[src/rtl/tiop_defines.svh]
`ifndef TIOP_DEFINES_SVH
`define TIOP_DEFINES_SVH
`define TIOP_OFF_CTRL 8'h00
`define TIOP_OFF_DATA 8'h04
`define TIOP_OFF_COND 8'h08
`define TIOP_OFF_TIME 8'h0C
`define TIOP_OFF_COUNT 8'h10
`define TIOP_OFF_STAMP 8'h14
`define TIOP_OFF_STATUS 8'h18
`define TIOP_OFF_LINK 8'h1C
`define TIOP_OFF_CLAIM 8'h20
`define TIOP_OFF_CLKCFG 8'h24
`define TIOP_OFF_LAST 8'h34
`define TIOP_CTRL_RESET 32'h00000000
`define TIOP_CTRL_WMASK 32'h00003FFF
`define TIOP_CLKCFG_RESET 9'h000
`define TIOP_NUM_CB 6
`define TIOP_CB_SRC_BIT 0
`define TIOP_CB_DIV_LSB 1
`define TIOP_CB_DIV_MSB 8
`endif

[src/rtl/tiop_pkg.sv]
package tiop_pkg;
  typedef enum logic [1:0] {TIOP_COND_NONE, TIOP_COND_EQ, TIOP_COND_NEQ,
    TIOP_COND_RSVD} tiop_cond_t;
  typedef enum logic [2:0] {TIOP_W1, TIOP_W4, TIOP_W8, TIOP_W16, TIOP_W32,
    TIOP_W5, TIOP_W6, TIOP_W7} tiop_width_t;
  typedef struct packed
  {
    logic [17:0] rsvd;
    logic [2:0] clk_sel;
    logic timed;
    logic stb_out;
    logic stb_in;
    tiop_cond_t cond;
    tiop_width_t width;
    logic od;
    logic dir_out;
    logic enable;
  } tiop_ctrl_t;
  typedef struct packed
  {
    logic [31:0] data;
    logic [31:0] oe_n;
  } tiop_pins_t;
endpackage

[src/rtl/tiop_port.sv]
// The register addresses and the APB slave port were left to the implementer.
`timescale 1ns/1ps
`include "tiop_defines.svh"
module tiop_port
(
  input wire logic ref_clk, // 20 MHz tile reference clock
  input wire logic sys_rst, // async reset, active high
  input wire logic psel, // apb select
  input wire logic penable, // apb enable
  input wire logic pwrite, // apb direction
  input wire logic [31:0] paddr, // apb byte address
  input wire logic [31:0] pwdata, // apb write data
  output logic [31:0] prdata, // apb read data
  output logic pready, // apb ready
  output logic pslverr, // apb error, unmapped address
  input wire logic [31:0] pin_in, // pin levels, async
  output logic [31:0] pin_out, // pin drive value
  output logic [31:0] pin_oe_n, // pin enable, low drives
  output logic [31:0] pin_pd, // pull-down enables
  input wire logic [4:0] clk_pin, // one-bit clock sources, blocks 1..5
  input wire logic strobe_in, // external input strobe, async
  output logic strobe_out, // output data strobe
  output logic event_out // event pulse to scheduler
);
  import tiop_pkg::*;

  tiop_ctrl_t ctrl_reg;
  logic [31:0] cond_reg;
  logic [15:0] time_reg;
  logic [31:0] link_reg;
  logic [31:0] claim_reg;
  logic [8:0] cb_cfg_reg [0:4];
  logic [31:0] prdata_reg;
  logic pready_reg;
  logic pslverr_reg;
  logic [31:0] pin_m_reg;
  logic [31:0] pin_s_reg;
  logic stb_m_reg;
  logic stb_s_reg;
  logic [4:0] cpin_m_reg;
  logic [4:0] cpin_s_reg;
  logic [4:0] cpin_d_reg;
  logic [15:0] count_reg;
  logic [15:0] stamp_reg;
  logic [31:0] sh_reg;
  logic [31:0] sh_next;
  logic [5:0] chunk_reg;
  logic [5:0] chunk_next;
  logic busy_reg;
  logic busy_next;
  logic [31:0] dat_reg;
  logic [31:0] dat_next;
  logic [31:0] xfer_reg;
  logic full_reg;
  logic stb_out_reg;
  logic event_reg;
  tiop_pins_t pins_reg;
  tiop_pins_t pins_next;
  logic [31:0] pd_reg;
  logic load_word;
  logic put_word;
  logic emit;
  logic [5:0] wbits;
  logic [5:0] chunks_m1;
  logic [31:0] wmask;
  logic [31:0] rd_mux;
  logic [5:0] cb_tick;

  // apb decode
  wire logic setup = psel & ~penable;
  wire logic [7:0] adr = paddr[7:0];
  wire logic adr_ok = (paddr[31:8] == 24'h000000) && (paddr[1:0] == 2'h0)
    && (adr <= `TIOP_OFF_LAST);
  // unmapped accesses neither write nor clear the full flag
  wire logic wr_en = psel & penable & pready_reg & pwrite & adr_ok;
  wire logic rd_en = psel & penable & pready_reg & ~pwrite & adr_ok;
  wire logic is_cb = adr >= `TIOP_OFF_CLKCFG;
  wire logic [7:0] cb_off = adr - `TIOP_OFF_CLKCFG;
  wire logic [2:0] cb_idx = cb_off[4:2];
  wire logic wr_data = wr_en && adr == `TIOP_OFF_DATA;
  wire logic rd_data = rd_en && adr == `TIOP_OFF_DATA;

  always_ff @(posedge ref_clk or posedge sys_rst)
  begin
    if (sys_rst)
    begin
      pready_reg <= 1'b0;
      pslverr_reg <= 1'b0;
      prdata_reg <= 32'h00000000;
    end
    else
    begin
      pready_reg <= setup;
      pslverr_reg <= setup & ~adr_ok;
      if (setup)
        prdata_reg <= adr_ok ? rd_mux : 32'h00000000;
    end
  end

  always_comb
  begin
    rd_mux = 32'h00000000;
    case (adr)
      `TIOP_OFF_CTRL: rd_mux = ctrl_reg;
      `TIOP_OFF_DATA: rd_mux = xfer_reg;
      `TIOP_OFF_COND: rd_mux = cond_reg;
      `TIOP_OFF_TIME: rd_mux = {16'h0000, time_reg};
      `TIOP_OFF_COUNT: rd_mux = {16'h0000, count_reg};
      `TIOP_OFF_STAMP: rd_mux = {16'h0000, stamp_reg};
      `TIOP_OFF_STATUS: rd_mux = {29'h00000000, stb_out_reg, busy_reg,
        full_reg};
      `TIOP_OFF_LINK: rd_mux = link_reg;
      `TIOP_OFF_CLAIM: rd_mux = claim_reg;
      default:
        if (is_cb)
          rd_mux = {23'h000000, cb_cfg_reg[cb_idx]};
    endcase
  end

  always_ff @(posedge ref_clk or posedge sys_rst)
  begin
    if (sys_rst)
    begin
      ctrl_reg <= `TIOP_CTRL_RESET;
      cond_reg <= 32'h00000000;
      time_reg <= 16'h0000;
      link_reg <= 32'h00000000;
      claim_reg <= 32'h00000000;
    end
    else if (wr_en)
    begin
      case (adr)
        `TIOP_OFF_CTRL: ctrl_reg <= pwdata & `TIOP_CTRL_WMASK;
        `TIOP_OFF_COND: cond_reg <= pwdata;
        `TIOP_OFF_TIME: time_reg <= pwdata[15:0];
        `TIOP_OFF_LINK: link_reg <= pwdata;
        `TIOP_OFF_CLAIM: claim_reg <= pwdata;
        default: ;
      endcase
    end
  end

  // pin and strobe synchronisers
  always_ff @(posedge ref_clk or posedge sys_rst)
  begin
    if (sys_rst)
    begin
      pin_m_reg <= 32'h00000000;
      pin_s_reg <= 32'h00000000;
      stb_m_reg <= 1'b0;
      stb_s_reg <= 1'b0;
      cpin_m_reg <= 5'h00;
      cpin_s_reg <= 5'h00;
      cpin_d_reg <= 5'h00;
    end
    else
    begin
      pin_m_reg <= pin_in;
      pin_s_reg <= pin_m_reg;
      stb_m_reg <= strobe_in;
      stb_s_reg <= stb_m_reg;
      cpin_m_reg <= clk_pin;
      cpin_s_reg <= cpin_m_reg;
      cpin_d_reg <= cpin_s_reg;
    end
  end

  // block 0 ticks every reference cycle
  assign cb_tick[0] = 1'b1;
  genvar g;
  generate
    for (g = 0; g < 5; g++)
    begin : g_cb
      logic [7:0] div_cnt_reg;
      logic tick_reg;
      wire logic [7:0] div =
        cb_cfg_reg[g][`TIOP_CB_DIV_MSB:`TIOP_CB_DIV_LSB];
      wire logic src_edge = cb_cfg_reg[g][`TIOP_CB_SRC_BIT] ?
        (cpin_s_reg[g] & ~cpin_d_reg[g]) : 1'b1;
      wire logic wrap = div_cnt_reg == div;
      always_ff @(posedge ref_clk or posedge sys_rst)
      begin
        if (sys_rst)
        begin
          div_cnt_reg <= 8'h00;
          tick_reg <= 1'b0;
        end
        else
        begin
          tick_reg <= src_edge & wrap;
          if (src_edge)
            div_cnt_reg <= wrap ? 8'h00 : div_cnt_reg + 8'h01;
        end
      end
      always_ff @(posedge ref_clk or posedge sys_rst)
      begin
        if (sys_rst)
          cb_cfg_reg[g] <= `TIOP_CLKCFG_RESET;
        else if (wr_en && is_cb && adr_ok && cb_idx == g)
          cb_cfg_reg[g] <= pwdata[8:0];
      end
      assign cb_tick[g+1] = tick_reg;
    end
  endgenerate

  // port runs on its clock block's ticks
  wire logic sel_ok = ctrl_reg.clk_sel < `TIOP_NUM_CB;
  wire logic port_tick = ctrl_reg.enable & sel_ok &
    cb_tick[ctrl_reg.clk_sel];

  always_comb
  begin
    unique case (ctrl_reg.width)
      TIOP_W1:
      begin
        wbits = 6'd1;
        chunks_m1 = 6'd31;
        wmask = 32'h00000001;
      end
      TIOP_W4:
      begin
        wbits = 6'd4;
        chunks_m1 = 6'd7;
        wmask = 32'h0000000F;
      end
      TIOP_W8:
      begin
        wbits = 6'd8;
        chunks_m1 = 6'd3;
        wmask = 32'h000000FF;
      end
      TIOP_W16:
      begin
        wbits = 6'd16;
        chunks_m1 = 6'd1;
        wmask = 32'h0000FFFF;
      end
      default:
      begin
        wbits = 6'd32;
        chunks_m1 = 6'd0;
        wmask = 32'hFFFFFFFF;
      end
    endcase
  end

  wire logic time_ok = ~ctrl_reg.timed | (count_reg == time_reg);
  wire logic [31:0] pins_w = pin_s_reg & wmask;
  wire logic [31:0] cond_w = cond_reg & wmask;
  wire logic cond_hit = (ctrl_reg.cond == TIOP_COND_NONE) ||
    (ctrl_reg.cond == TIOP_COND_EQ && pins_w == cond_w) ||
    (ctrl_reg.cond == TIOP_COND_NEQ && pins_w != cond_w);
  wire logic stb_ok = ~ctrl_reg.stb_in | stb_s_reg;
  wire logic [63:0] in_cat = {pins_w, sh_reg} >> wbits;
  wire logic in_step = port_tick & ~ctrl_reg.dir_out & stb_ok &
    (busy_reg | (cond_hit & time_ok));

  always_comb
  begin
    sh_next = sh_reg;
    chunk_next = chunk_reg;
    busy_next = busy_reg;
    dat_next = dat_reg;
    load_word = 1'b0;
    put_word = 1'b0;
    emit = 1'b0;
    if (port_tick && ctrl_reg.dir_out)
    begin
      if (busy_reg)
      begin
        emit = 1'b1;
        dat_next = sh_reg & wmask;
        sh_next = sh_reg >> wbits;
        busy_next = chunk_reg != 6'd0;
        chunk_next = chunk_reg - 6'd1;
      end
      else if (full_reg && time_ok)
      begin
        emit = 1'b1;
        load_word = 1'b1;
        dat_next = xfer_reg & wmask;
        sh_next = xfer_reg >> wbits;
        busy_next = chunks_m1 != 6'd0;
        chunk_next = chunks_m1 - 6'd1;
      end
    end
    else if (in_step)
    begin
      sh_next = in_cat[31:0];
      if (busy_reg)
      begin
        put_word = chunk_reg == 6'd0;
        busy_next = chunk_reg != 6'd0;
        chunk_next = chunk_reg - 6'd1;
      end
      else
      begin
        put_word = chunks_m1 == 6'd0;
        busy_next = chunks_m1 != 6'd0;
        chunk_next = chunks_m1 - 6'd1;
      end
    end
  end

  always_ff @(posedge ref_clk or posedge sys_rst)
  begin
    if (sys_rst)
    begin
      sh_reg <= 32'h00000000;
      chunk_reg <= 6'h00;
      busy_reg <= 1'b0;
      dat_reg <= 32'h00000000;
    end
    else
    begin
      sh_reg <= sh_next;
      chunk_reg <= chunk_next;
      busy_reg <= busy_next;
      dat_reg <= dat_next;
    end
  end

  // transfer register; a new word wins over a clearing read
  always_ff @(posedge ref_clk or posedge sys_rst)
  begin
    if (sys_rst)
    begin
      xfer_reg <= 32'h00000000;
      full_reg <= 1'b0;
    end
    else if (put_word)
    begin
      xfer_reg <= sh_next;
      full_reg <= 1'b1;
    end
    else if (wr_data && ctrl_reg.dir_out)
    begin
      xfer_reg <= pwdata;
      full_reg <= 1'b1;
    end
    else if (load_word || (rd_data && !ctrl_reg.dir_out))
      full_reg <= 1'b0;
  end

  always_ff @(posedge ref_clk or posedge sys_rst)
  begin
    if (sys_rst)
      count_reg <= 16'h0000;
    else if (port_tick)
      count_reg <= count_reg + 16'h0001;
  end

  always_ff @(posedge ref_clk or posedge sys_rst)
  begin
    if (sys_rst)
      stamp_reg <= 16'h0000;
    else if (load_word || put_word)
      stamp_reg <= count_reg;
  end

  wire logic [31:0] own = wmask & ~link_reg & ~claim_reg &
    {32{ctrl_reg.enable & ctrl_reg.dir_out}};

  always_comb
  begin
    pins_next.data = ctrl_reg.od ? 32'h00000000 : dat_next;
    pins_next.oe_n = ctrl_reg.od ? ~(own & ~dat_next) : ~own;
  end

  always_ff @(posedge ref_clk or posedge sys_rst)
  begin
    if (sys_rst)
    begin
      pins_reg.data <= 32'h00000000;
      pins_reg.oe_n <= 32'hFFFFFFFF;
    end
    else
      pins_reg <= pins_next;
  end

  always_ff @(posedge ref_clk or posedge sys_rst)
  begin
    if (sys_rst)
      pd_reg <= 32'hFFFFFFFF;
    else
      pd_reg <= 32'h00000000;
  end

  always_ff @(posedge ref_clk or posedge sys_rst)
  begin
    if (sys_rst)
    begin
      stb_out_reg <= 1'b0;
      event_reg <= 1'b0;
    end
    else
    begin
      if (port_tick)
        stb_out_reg <= emit & ctrl_reg.stb_out;
      event_reg <= put_word;
    end
  end

  assign prdata = prdata_reg;
  assign pready = pready_reg;
  assign pslverr = pslverr_reg;
  assign pin_out = pins_reg.data;
  assign pin_oe_n = pins_reg.oe_n;
  assign pin_pd = pd_reg;
  assign strobe_out = stb_out_reg;
  assign event_out = event_reg;
endmodule // tiop_port
[config.mk]
export PLATFORM = sky130hd
export DESIGN_NAME = tiop_port
export DESIGN_NICKNAME = d
export VERILOG_FILES = /design/src/rtl/tiop_pkg.sv /design/src/rtl/tiop_port.sv
export VERILOG_INCLUDE_DIRS = /design/src /design/src/rtl
export SDC_FILE = /design/constraint.sdc
export NUM_CORES = 1
export LEC_CHECK = 0
export BUFFER_PORTS_ARGS = -buffer_cell sky130_fd_sc_hd__buf_4
export CAP_MARGIN = 25
export CORE_MARGIN = 3
export CORE_UTILIZATION = 35
export DETAILED_ROUTE_END_ITERATION = 8
export PLACE_DENSITY = 0.52
export SLEW_MARGIN = 25
export SYNTH_ARGS = -nofsm -noshare
export SYNTH_HDL_FRONTEND = slang
export SYNTH_SLANG_ARGS = --single-unit
[constraint.sdc]
create_clock -name ref_clk -period 24.5 [get_ports ref_clk]
set_input_delay 2.45 -clock ref_clk [delete_from_list [all_inputs] [get_ports ref_clk]]
set_output_delay 2.45 -clock ref_clk [all_outputs]
set_load 0.05 [all_outputs]
==> Implementation_results.wiki <==
{| class="wikitable"
! Metric !! Value
|-
| Total Wirelength || 98700 um
|-
| Cells along the critical path || buf_4 > ha_1 > or4b_2 > nand4_1 > nor3_1 > and3_1 > and2_1 > a21oi_2 > a221o_1
|-
| Count of placed standard cells in the final layout, fillers left out || 3468
|-
| Fin. Hold Viols || 0
|-
| Netlist area before placement || 26100 um2
|-
| Critical register-to-register path endpoint || stamp_reg[14]
|-
| Fin crit share || 21.0%
|-
| Number of design-rule violations left by the first detailed-router iteration || 1901
|-
| Critical path start-end classification || input pin to register
|-
| Worst Skew || 20.2 ps
|-
| Cell at the slowest stage of the critical path || sky130_fd_sc_hd__and2_1
|-
| Total power divided by cell area || 62.5 nW/um2
|-
| Category of cells accounting for the largest share of critical-path delay || simple AND/OR/NAND/NOR gates
|-
| Post-DP HPWL || 69600 um
|-
| Routed via count || 20300
|-
| Count of pins over their slew limit || 0
|-
| Hold path startpoint || pin_m_reg[13]
|-
| Top layer reached by signal wires || met4
|-
| CTS Hold Buffers Added || 0
|-
| Worst vdd rail ir drop || 0.0000497 V
|-
| Total congestion overflow after global routing || 0
|-
| Leakage || 13.9 nW
|-
| Min-Delay Path Class || register to register
|-
| Sequential fraction of the synthesis area || 51.3%
|-
| Setup Buffers After CTS || 0
|-
| Number of gates given a new drive strength after cts || 0
|-
| Synth area leaders || sky130_fd_sc_hd__dfrtp_1 48%, sky130_fd_sc_hd__mux2_2 8.7%, sky130_fd_sc_hd__dfstp_2 3.3%
|-
| Initial Util || 35.6%
|-
| Worst setup path startpoint || paddr[2]
|-
| Combined global-route utilization of all metal layers || 24.9%
|-
| First-pass GRT wire length || 145000 um
|-
| Number of global-route vias before repair || 20700
|-
| Worst-case hold path end point || pin_s_reg[13]
|-
| Worst reg2reg startpoint || cond_reg[17]
|-
| Max FFs per register || 45
|-
| Total length of routed met2 wires || 48400 um
|-
| Flip-flop cell with the highest count after synthesis || sky130_fd_sc_hd__dfrtp_1
|-
| Post-detailed-route wirelength per cell || 28.5 um
|-
| FF-to-FF setup slack || 19800 ps
|-
| Required time of the critical path || 25000 ps
|-
| RSZ-0062 raised after global routing || no
|-
| Mean post-synth cell area || 11.4 um2
|-
| Minimum clock period || 5140 ps
|-
| Seq cells post-synth || 534
|-
| Number of search-and-repair iterations in the first detailed-routing pass || 6
|-
| Count of yosys warnings during synthesis || 0
|-
| Clock buffer count from CTS || 60
|-
| Actual slew at the worst max-slew pin || 1120 ps
|-
| Clock Tree Buf Depth || 3
|-
| DIE WIDTH || 279 um
|-
| Data arrival, critical path || 5640 ps
|-
| CP endpoint kind || register
|-
| Clock latency on the worst-skew pair || 640 ps
|-
| Maximum number of pins on one net before global-route repair || 112
|-
| Worst relative slew slack || 24.1%
|-
| Path length in cells of the critical path || 9
|-
| Die height || 279 um
|-
| TNS Setup || 0 ps
|-
| Share of Yosys cell area claimed by the top area cell type || 48.0%
|-
| Placer congestion estimate || 0.970
|-
| Largest stage delay on the critical path || 700 ps
|-
| Count of input and output buffers || 238
|-
| Mapped Cells || 2299
|-
| CTS tree || built
|-
| Synth cell types || 81
|-
| Count of cells along the worst register-to-register path || 9
|-
| Outcome || finished clean
|-
| Kind of start point of the critical path || input pin
|-
| Number of ports placed on the die boundary || 239
|-
| Antenna-violating nets left || 0
|-
| Number of synthesized flops with an enable pin || 0
|-
| Number of buffers and inverters on the critical path || 1
|-
| Core Region || 73500 um2
|-
| Library cell with the largest summed area after synthesis || sky130_fd_sc_hd__dfrtp_1
|-
| Hold Path Stages || 0
|-
| H-tree levels || 2
|-
| Fmax achieved || 0.195 GHz
|-
| Fraction of final layout cells with drive strength greater than 1 || 27.0%
|-
| Number of rows created at floorplan || 99
|-
| Antenna violations before repair || 0
|-
| Metal-1 WL || 39100 um
|-
| Via density per instance || 5.86
|-
| DP Cell Count || 3355
|-
| Net count of the mapped netlist || 2421
|-
| Final setup vio count || 0
|-
| Nets@finish || 2580
|-
| Clock transition time at the flip-flop clock pins of the worst setup and hold paths || 60 ps
|-
| Top fanout value on the critical path || 17
|-
| Die area || 78000 um2
|-
| CTS Sinks || 534
|-
| Root buffer cell || sky130_fd_sc_hd__clkbuf_16
|-
| Detail Route met3 WL || 5720 um
|-
| Max-capacitance violation count || 0
|-
| DRC violations left || 0
|-
| Area growth, synth to finish || 17.8%
|-
| Proportion of synthesized flip-flops having asynchronous set or reset || 100%
|}
==> worst max-delay path by stage <==
stage	slack [ps]	endpoint
after floorplan	7180	busy_reg
after detailed placement	18750	xfer_reg[6]
final	19360	xfer_reg[27]
after CTS	19410	xfer_reg[27]
after global routing	19130	cond_reg[9]
after global placement	18830	xfer_reg[29]
==> cell usage in the layout, fill, tap and decap left out, drive strengths merged, types with 13 or more instances in the layout <==
| cell | instances |
|---|---|
| clkinv | 14 |
| nand3 | 42 |
| dfstp | 33 |
| and3 | 28 |
| a21oi | 78 |
| mux2i | 86 |
| buf | 289 |
| nor4 | 21 |
| mux4 | 26 |
| nor3 | 25 |
| nor2b | 43 |
| o21ai | 98 |
| o22ai | 13 |
| clkbuf | 90 |
| dfrtp | 501 |
| xnor2 | 76 |
| nor2 | 121 |
| inv | 31 |
| o31ai | 17 |
| mux2 | 202 |
| a22oi | 65 |
| a221o | 18 |
| nand2 | 164 |
| a21o | 13 |
| ha | 15 |
| a31oi | 16 |
| xor2 | 55 |
| a22o | 40 |
| a221oi | 40 |
| o211ai | 20 |
| a2111o | 32 |
| nand4 | 36 |
| a211oi | 33 |
==> cell families after synthesis <==
family                     Yosys count  share of synthesized area (%)
and+or+nand+nor                    526                           9.82
adders and majority gates           15                          0.718
other                                1                         0.0144
xor gates and xnor gates           131                           4.39
DFF                                534                           51.3
muxes                              314                           14.2
buffers and inverters              223                           3.83
AOI/OAI and AO/OA                  555                           15.7
==> routing by layer <==
layer,vias up,GRT usage [%]
met5,-,0
met4,0,12.0
met3,234,3.75
met2,847,42.4
met1,10400,31.0
li1,8835,-
==> cells in the mapped netlist (16+ instances only) <==
master,instances
sky130_fd_sc_hd__a2111o_1,32
sky130_fd_sc_hd__a211oi_1,33
sky130_fd_sc_hd__a21oi_1,77
sky130_fd_sc_hd__a221o_1,18
sky130_fd_sc_hd__a221oi_1,40
sky130_fd_sc_hd__a22o_1,40
sky130_fd_sc_hd__a22oi_1,65
sky130_fd_sc_hd__a31oi_1,16
sky130_fd_sc_hd__and3_1,28
sky130_fd_sc_hd__buf_1,27
sky130_fd_sc_hd__buf_2,16
sky130_fd_sc_hd__buf_4,32
sky130_fd_sc_hd__clkbuf_1,114
sky130_fd_sc_hd__dfrtp_1,501
sky130_fd_sc_hd__dfstp_2,33
sky130_fd_sc_hd__inv_1,27
sky130_fd_sc_hd__mux2_2,201
sky130_fd_sc_hd__mux2i_1,86
sky130_fd_sc_hd__mux4_2,26
sky130_fd_sc_hd__nand2_1,163
sky130_fd_sc_hd__nand3_1,42
sky130_fd_sc_hd__nand4_1,36
sky130_fd_sc_hd__nor2_1,118
sky130_fd_sc_hd__nor2b_1,43
sky130_fd_sc_hd__nor3_1,24
sky130_fd_sc_hd__nor4_1,21
sky130_fd_sc_hd__o211ai_1,20
sky130_fd_sc_hd__o21ai_0,90
sky130_fd_sc_hd__o31ai_1,16
sky130_fd_sc_hd__xnor2_1,76
sky130_fd_sc_hd__xor2_1,55
==> metrics by stage <==
step	area [um2]	hold slack, ps	utilization (%)	total power, mW	worst slack (ps)
3_3_place_gp	28700	337	39.0	0.983	18830
6_report	30800	346	41.9	1.92	19360
5_1_grt	30800	354	41.9	1.99	19130
4_1_cts	30800	349	41.9	1.95	19410
2_1_floorplan	26100	331	-	0.947	7180
3_5_place_dp	28700	335	39.0	0.984	18750
==> area by class of cell <==
class	count	area (um2)
fillers	6982	42700
flip-flops and latches	534	13400
multi-input cells	1542	11800
repair buffers	289	2170
clock buffers	90	1790
well taps	959	1200
clock inverters	22	314
inverters	31	124
diodes	1	2.50
==> where the power goes <==
part	internal, mW	switching (mW)	total, mW	leakage (nW)
clock	0.578	0.380	0.958	1.04
combinational	0.0197	0.0478	0.0675	5.79
sequential	0.889	0.00931	0.899	7.05
total	1.49	0.437	1.92	13.9
Note: power is estimated with default switching activity, not from simulation.
